--- config.mk ---
export PLATFORM = sky130hd
export DESIGN_NAME = decim_top
export DESIGN_NICKNAME = d
export VERILOG_FILES = /design/src/hw/decim_pkg.sv /design/src/hw/decim_fifo.sv /design/src/hw/decim_fir.sv /design/src/hw/decim_top.sv
export VERILOG_INCLUDE_DIRS = /design/src /design/src/hw
export SDC_FILE = /design/constraint.sdc
export NUM_CORES = 1
export LEC_CHECK = 0
export BUFFER_PORTS_ARGS = -buffer_cell sky130_fd_sc_hd__buf_4
export CORE_ASPECT_RATIO = 0.9
export CORE_UTILIZATION = 50
export DETAILED_ROUTE_END_ITERATION = 16
export PLACE_DENSITY = 0.65
export SYNTH_ARGS = -nofsm -noshare
export SYNTH_HDL_FRONTEND = slang
export SYNTH_SLANG_ARGS = --single-unit
--- constraint.sdc ---
create_clock -name clk_in -period 14.2 [get_ports clk_in]
set_clock_uncertainty 0.15 [all_clocks]
set_input_delay 0 -clock clk_in [delete_from_list [all_inputs] [get_ports clk_in]]
set_output_delay 0 -clock clk_in [all_outputs]
set_load 0.05 [all_outputs]
--- src/hw/decim_defines.svh ---
// Constants for the selectable decimation filter
`ifndef DECIM_DEFINES_SVH
`define DECIM_DEFINES_SVH

`define DECIM_RATIO_SLOW        8
`define DECIM_RATIO_FAST        4
`define DECIM_WORD_WIDTH        16
`define DECIM_FIFO_DEPTH        32
`define DECIM_TAPS              32
`define DECIM_SETTLE_WORDS      13
`define DECIM_GROUP_DELAY_WORDS 9
`define DECIM_STROBE_PHASE      8
`define DECIM_CLK_MHZ           200

`endif

--- src/hw/decim_pkg.sv ---
// Types shared by the selectable decimation filter
package decim_pkg;
	typedef enum logic {
		RATIO_EIGHT,
		RATIO_FOUR
	} ratio_e;
	typedef logic [15:0] word_t;
endpackage : decim_pkg

--- src/hw/decim_fifo.sv ---
// Synchronous FIFO with valid/ready on both sides
`timescale 1ns/1ps
`default_nettype none
module decim_fifo #(
	parameter int WIDTH = 16,
	parameter int DEPTH = 32
) (
	input  wire logic             clk_in,
	input  wire logic             rst_in,
	input  wire logic [WIDTH-1:0] wr_data_in,
	input  wire logic             wr_valid_in,
	output logic                  wr_ready_out,
	output logic      [WIDTH-1:0] rd_data_out,
	output logic                  rd_valid_out,
	input  wire logic             rd_ready_in
);
	localparam int AW = $clog2(DEPTH);

	logic [WIDTH-1:0] mem [DEPTH];
	logic [AW-1:0]    wr_ptr_r;
	logic [AW-1:0]    rd_ptr_r;
	logic [AW:0]      count_r;
	logic             push;
	logic             pop;

	assign wr_ready_out = (count_r != (AW+1)'(DEPTH));
	assign rd_valid_out = (count_r != '0);
	assign rd_data_out  = mem[rd_ptr_r];
	assign push = wr_valid_in && wr_ready_out;
	assign pop  = rd_valid_out && rd_ready_in;

	always_ff @(posedge clk_in) begin
		if (push)
			mem[wr_ptr_r] <= wr_data_in;
	end

	always_ff @(posedge clk_in) begin
		if (rst_in) begin
			wr_ptr_r <= '0;
			rd_ptr_r <= '0;
			count_r  <= '0;
		end else begin
			if (push)
				wr_ptr_r <= (wr_ptr_r == AW'(DEPTH-1)) ? '0 : wr_ptr_r + 1'b1;
			if (pop)
				rd_ptr_r <= (rd_ptr_r == AW'(DEPTH-1)) ? '0 : rd_ptr_r + 1'b1;
			if (push && !pop)
				count_r <= count_r + 1'b1;
			else if (pop && !push)
				count_r <= count_r - 1'b1;
		end
	end
endmodule : decim_fifo
`default_nettype wire

--- src/hw/decim_fir.sv ---
// Linear-phase FIR sum over the last span_in modulator bits (span_in at most TAPS)
`timescale 1ns/1ps
`default_nettype none
module decim_fir #(
	parameter int TAPS  = 32,
	parameter int WIDTH = 16
) (
	input  wire logic             clk_in,
	input  wire logic             rst_in,
	input  wire logic             bit_in,
	input  wire logic [5:0]       span_in,
	output logic      [WIDTH-1:0] sum_out
);
	// ************************************************************
	// Symmetric triangular kernel: linear phase by construction
	// ************************************************************
	logic [TAPS-1:0] hist_r;
	logic [WIDTH-1:0] acc;

	function automatic logic [WIDTH-1:0] weight(input int i, input int n);
		int h;
		h = (i < n/2) ? i + 1 : n - i;
		return WIDTH'(h);
	endfunction

	always_ff @(posedge clk_in) begin
		if (rst_in)
			hist_r <= '0;
		else
			hist_r <= {hist_r[TAPS-2:0], bit_in};
	end

	always_comb begin
		acc = '0;
		for (int i = 0; i < TAPS; i++) begin
			if (i < int'(span_in) && hist_r[i])
				acc = acc + weight(i, int'(span_in));
		end
	end

	always_ff @(posedge clk_in) begin
		if (rst_in)
			sum_out <= '0;
		else
			sum_out <= acc;
	end
endmodule : decim_fir
`default_nettype wire

--- src/hw/decim_top.sv ---
// Selectable-ratio decimation filter with output word strobe
// Summary of operation
// Select low: decimate by eight
// Select high: decimate by four
// One modulator sample per clock
// Output words are 16 bits wide
// Fast mode word period four clocks
// Strobe high and low phases typical
// Settled after thirteen word cycles
// Impulse peak after nine word cycles; the span-2R FIR kernel peaks about one word cycle after
// Linear-phase FIR, clock-scaled response
// Flat passband from FIR kernel
// Response repeats at clock multiples
// Host discards unsettled words after events
// Host drives select pin firmly
// Select captured as static configuration
`timescale 1ns/1ps
`default_nettype none
`include "decim_defines.svh"
module decim_top #(
	parameter int WORD_WIDTH = `DECIM_WORD_WIDTH,
	parameter int FIFO_DEPTH = `DECIM_FIFO_DEPTH,
	parameter int TAPS       = `DECIM_TAPS
) (
	input  wire logic                  clk_in,
	input  wire logic                  rst_in,
	input  wire logic                  mod_bit_in,
	input  wire logic                  rate_double_select_in,
	input  wire logic                  word_ready_in,
	output logic      [WORD_WIDTH-1:0] word_out,
	output logic                       word_valid_out,
	output logic                       output_word_strobe_out,
	output logic                       settled_out,
	output logic                       overflow_out
);
	// ************************************************************
	// Configuration and phase counting
	// ************************************************************
	decim_pkg::ratio_e ratio_r;
	decim_pkg::ratio_e ratio_nxt;
	logic [3:0]        phase_r;
	logic [3:0]        ratio_last;
	logic              word_tick;
	logic [WORD_WIDTH-1:0] fir_sum;
	logic [5:0]        settle_r;
	logic [5:0]        strobe_cnt_r;
	logic              fifo_wr_ready;
	logic [WORD_WIDTH-1:0] fifo_data;
	logic              fifo_valid;

	function automatic logic [3:0] ratio_of(input decim_pkg::ratio_e r);
		return (r == decim_pkg::RATIO_FOUR) ? 4'(`DECIM_RATIO_FAST)
			: 4'(`DECIM_RATIO_SLOW);
	endfunction

	// Pin sampled each clock but treated as static; a change restarts
	// settling so no mixed-ratio words look valid.
	assign ratio_nxt = rate_double_select_in ? decim_pkg::RATIO_FOUR
		: decim_pkg::RATIO_EIGHT;
	assign ratio_last = ratio_of(ratio_r) - 4'd1;
	assign word_tick  = (phase_r == ratio_last);

	always_ff @(posedge clk_in) begin
		if (rst_in)
			ratio_r <= decim_pkg::RATIO_EIGHT;
		else
			ratio_r <= ratio_nxt;
	end

	always_ff @(posedge clk_in) begin
		if (rst_in || ratio_r != ratio_nxt)
			phase_r <= '0;
		else if (word_tick)
			phase_r <= '0;
		else
			phase_r <= phase_r + 4'd1;
	end

	// ************************************************************
	// FIR: span is twice the ratio so each word sees 2R samples
	// ************************************************************
	decim_fir #(
		.TAPS  (TAPS),
		.WIDTH (WORD_WIDTH)
	) u_fir (
		.clk_in  (clk_in),
		.rst_in  (rst_in),
		.bit_in  (mod_bit_in),
		.span_in ({1'b0, ratio_of(ratio_r), 1'b0}),
		.sum_out (fir_sum)
	);

	// ************************************************************
	// Settling tracker
	// ************************************************************
	always_ff @(posedge clk_in) begin
		if (rst_in || ratio_r != ratio_nxt)
			settle_r <= '0;
		else if (word_tick && settle_r != 6'(`DECIM_SETTLE_WORDS))
			settle_r <= settle_r + 6'd1;
	end

	always_ff @(posedge clk_in) begin
		if (rst_in)
			settled_out <= 1'b0;
		else
			settled_out <= (settle_r == 6'(`DECIM_SETTLE_WORDS));
	end

	// ************************************************************
	// Strobe: toggles every STROBE_PHASE clocks in both modes,
	// one full word period in slow mode
	// ************************************************************
	always_ff @(posedge clk_in) begin
		if (rst_in || ratio_r != ratio_nxt) begin
			strobe_cnt_r           <= '0;
			output_word_strobe_out <= 1'b0;
		end else if (strobe_cnt_r == 6'(`DECIM_STROBE_PHASE - 1)) begin
			strobe_cnt_r           <= '0;
			output_word_strobe_out <= ~output_word_strobe_out;
		end else begin
			strobe_cnt_r <= strobe_cnt_r + 6'd1;
		end
	end

	// ************************************************************
	// Output buffer; a full FIFO drops the word and flags it
	// ************************************************************
	decim_fifo #(
		.WIDTH (WORD_WIDTH),
		.DEPTH (FIFO_DEPTH)
	) u_fifo (
		.clk_in       (clk_in),
		.rst_in       (rst_in),
		.wr_data_in   (fir_sum),
		.wr_valid_in  (word_tick),
		.wr_ready_out (fifo_wr_ready),
		.rd_data_out  (fifo_data),
		.rd_valid_out (fifo_valid),
		.rd_ready_in  (word_ready_in && !word_valid_out)
	);

	always_ff @(posedge clk_in) begin
		if (rst_in)
			overflow_out <= 1'b0;
		else if (word_tick && !fifo_wr_ready)
			overflow_out <= 1'b1;
	end

	// Registered output stage; one pop per handshake
	always_ff @(posedge clk_in) begin
		if (rst_in) begin
			word_out       <= '0;
			word_valid_out <= 1'b0;
		end else if (word_valid_out && word_ready_in) begin
			word_valid_out <= 1'b0;
		end else if (!word_valid_out && fifo_valid && word_ready_in) begin
			word_out       <= fifo_data;
			word_valid_out <= 1'b1;
		end
	end
endmodule : decim_top
`default_nettype wire

==> qor.csv <==
stage,metric,value,unit
final_layout,Non-Filler Instances,3200,
sta,crit share post-route,0.944,
cts,"Clk pin slew, worst setup/hold paths",0.06,ns
setup_path,Critical Path RT,14.51,ns
setup_path,Worst setup EP type,register,
routing,DRC Markers,0,
synthesis,Synth async-reset ratio,0,
routing,WL per Instance,22.7,µm
synthesis,Yosys cell types,103,
floorplan,I/O pin total,25,
grt,largest net degree at the start of global routing,119,
floorplan,Core Area,58400,µm²
synthesis,"flops & latches, synth",597,
power_and_ir_drop,power density of the placed cells,128,nW/µm²
sta,Worst Max-Slew Pin Slew,1.36,ns
setup_path,worst-case reg-to-reg path depth,68,
setup_path,CP Max Fanout,7,
hold_path,Hold Path Sink,ratio_r,
grt,Total GRT Usage,0.241,
floorplan,Die Wd,258,µm
floorplan,total die area,60100,µm²
cts,clk sinks,597,
floorplan,Die Y,233,µm
synthesis,synthesized area per cell,12.8,µm²
placement,Placed Cells,3065,
hold_path,HP Start,rate_double_select_in,
floorplan,row cnt,84,
hold_path,Hold Path Stages,3,
sta,Final min period,13.40,ns
cts,CTS Buffer Depth,3,
synthesis,register area share after synthesis,0.577,
setup_path,r2r endpoint,u_fir.sum_out[15],
grt,initial antenna violation count,4,
sta,Final setup viols,0,
synthesis,synthesized cell area,29600,µm²
synthesis,predominant post-synthesis flop cell,edfxtp_1,
final_layout,Layout area overhead,12.1,%
cts,clock latency on the worst-skew pair,0.65,ns
synthesis,cells after synthesis,2319,
setup_path,crit path launch type,register,
placement,Final HPWL DP,45000,µm
grt,vias in the first global route,18933,
floorplan,Starting Density,0.506,
hold_path,Worst Hold Class,in2reg,
setup_path,Crit path top cell by count,ha_1,
placement,placed inst area,30800,µm²
setup_path,worst r2r src,u_fir.hist_r[0],
synthesis,yosys warns,0,
final_layout,final non-filler cell area,33200,µm²
sta,worst slew margin relative to its limit,0.0921,
routing,Via density,6.12,
grt,Overflow after GRT,0,
setup_path,CP peak stage delay,0.56,ns
power_and_ir_drop,Leakage Power,11.4,nW
sta,setup TNS,0,ns
run_status,status,finished clean,
routing,drt total wl,72600,µm
routing,TritonRoute pass-1 iters,7,
setup_path,slowest cell on the critical path,or4_1,
synthesis,Post-synth EDFFs,512,
setup_path,R2R setup slack,0.80,ns
setup_path,Worst Path Arrival,13.72,ns
cts,H-tree depth,2,
sta,Pins Over Slew Limit,0,
sta,fmax,0.0746,GHz
final_layout,layout cells sized above 1,0.158,
job,Max Cap Violations,0,
cts,CTS tree,yes,
routing,final antenna-violating net count,0,
setup_path,Crit Path Class,reg2reg,
routing,DR vias,19588,
cts,TritonCTS Buffers,57,
final_layout,Total Nets Final,2493,
sta,Final Hold Vio Count,0,
routing,drt initial violations,1833,
power_and_ir_drop,peak supply drop,0.0000967,V
grt,first-pass GRT wire length,110000,µm
placement,gpl congestion,0.858,
cts,clock root cell,clkbuf_16,
placement,port bufs,24,
-- area by class of cell --
type	count	area, µm²
clock inverters	33	379
clock buffers	74	1530
repair buffers	111	861
flip-flops and latches	597	17100
inverters	51	191
well taps	774	968
fillers	4725	25300
diodes	1	2.50
multi-input cells	1559	12100
-- logic make-up after synthesis --
kind of cell,after synthesis,synth area share
AO/OA/AOI/OAI,544,0.126
XOR/XNOR,104,0.0339
adder cells (fa/ha/maj),111,0.0475
buffers and inverters,164,0.0212
flip-flops,597,0.577
multiplexers,214,0.101
other,2,0.000254
AND/OR/NAND/NOR,583,0.0928
-- critical path, delay by kind of cell (launching register included) --
family / cells / cell delay [ns]
compound gates: 25 / 4.14
xor+xnor: 7 / 1.16
fa+ha+maj: 12 / 3.48
buf+inv: 5 / 0.32
flops: 1 / 0.36
mux: 2 / 0.48
simple gates: 17 / 3.13
-- cell usage in the layout (no fill, tap or decap), drive strengths merged, types with 39 or more instances in the layout --
cell,count
a21oi,147
buf,105
clkbuf,74
dfxtp,85
edfxtp,512
ha,109
inv,50
mux2i,121
mux4,64
nand2,157
nand3,48
nor2,189
nor3,43
o21ai,115
xnor2,59
xor2,39
-- worst max path at each step --
stage	startpoint	endpoint	slack, ns	cells after the start
floorplan	ratio_r	u_fir.sum_out[15]	0.20	68
global placement	u_fir.hist_r[0]	u_fir.sum_out[15]	0.57	63
detailed placement	u_fir.hist_r[0]	u_fir.sum_out[15]	0.12	69
CTS	u_fir.hist_r[0]	u_fir.sum_out[15]	0.07	69
global route	u_fir.hist_r[0]	u_fir.sum_out[15]	-0.11	72
finish	u_fir.hist_r[0]	u_fir.sum_out[15]	0.80	68
-- cells in the mapped netlist, types with 6 or more instances --
cell type,n,area share
inv_1,47,0.0060
or2_2,8,0.0017
xor2_1,38,0.011
nand3b_1,8,0.0020
a21oi_1,145,0.025
a21o_1,21,0.0053
clkbuf_1,87,0.011
a221oi_1,36,0.011
or3_1,13,0.0027
o31ai_1,11,0.0028
nand3_1,48,0.0081
mux4_2,64,0.049
mux2i_1,120,0.041
o31a_1,6,0.0018
dfxtp_1,85,0.058
o21ai_1,6,0.0010
o21a_1,16,0.0041
nand2_1,157,0.020
edfxtp_1,512,0.52
nor3b_1,6,0.0015
nand4_1,6,0.0013
a41oi_1,8,0.0024
a31oi_1,12,0.0025
a211oi_1,16,0.0041
and2_1,17,0.0036
o22ai_1,7,0.0015
mux2_2,28,0.011
nand2b_1,19,0.0040
o21bai_1,8,0.0020
nor2b_1,30,0.0063
o21ai_0,106,0.018
ha_1,109,0.046
xnor2_1,59,0.017
nor3_1,42,0.0071
and3_1,12,0.0025
a22oi_1,34,0.0086
buf_1,22,0.0028
o211ai_1,32,0.0081
a211o_1,6,0.0018
nor2_1,188,0.024
-- per-layer routing --
layer / up-vias / GRT usage / share of wire
li1: 9056 / - / -
met5: - / 0 / 0.00012
met1: 9743 / 0.339 / 0.44
met4: 2 / 0.0706 / 0.025
met2: 672 / 0.376 / 0.46
met3: 115 / 0.0515 / 0.082
-- flip-flops by register name (all words and copies together) (netlist names) --
signal / count
word_out: 16
u_fifo.mem: 512
u_fifo.wr_ptr_r: 5
u_fifo.rd_ptr_r: 5
u_fir.hist_r: 16
settle_r: 6
overflow_out: 1
word_valid_out: 1
ratio_r: 1
u_fifo.count_r: 6
strobe_cnt_r: 6
output_word_strobe_out: 1
u_fir.sum_out: 16
settled_out: 1
phase_r: 4
-- where the power goes --
part	switching, mW	leakage (nW)	total, mW	internal [mW]
registers	0.0429	5.24	1.95	1.91
clock network	0.659	0.938	1.53	0.875
logic	0.433	5.19	0.771	0.339
total	1.14	11.4	4.26	3.12
-- repair_timing --
action	4_1_cts	5_1_grt
gates resized for setup	3	59
buffers inserted	0	21
hold buffers	6	0
pin swaps	0	16
endpoints found under the setup margin	1	9
hold endpoints to repair	68	0
-- through the flow --
stage	hold slack [ns]	util	total power, mW	worst slack, ns
2_1_floorplan	-0.0232	-	2.56	0.203
4_1_cts	0.169	0.561	4.28	0.0687
6_report	0.198	0.567	4.26	0.798
3_3_place_gp	0.126	0.527	2.74	0.569
3_5_place_dp	0.141	0.527	2.75	0.125
5_1_grt	0.203	0.567	4.41	-0.113
Power figures use the tool's default switching activity.
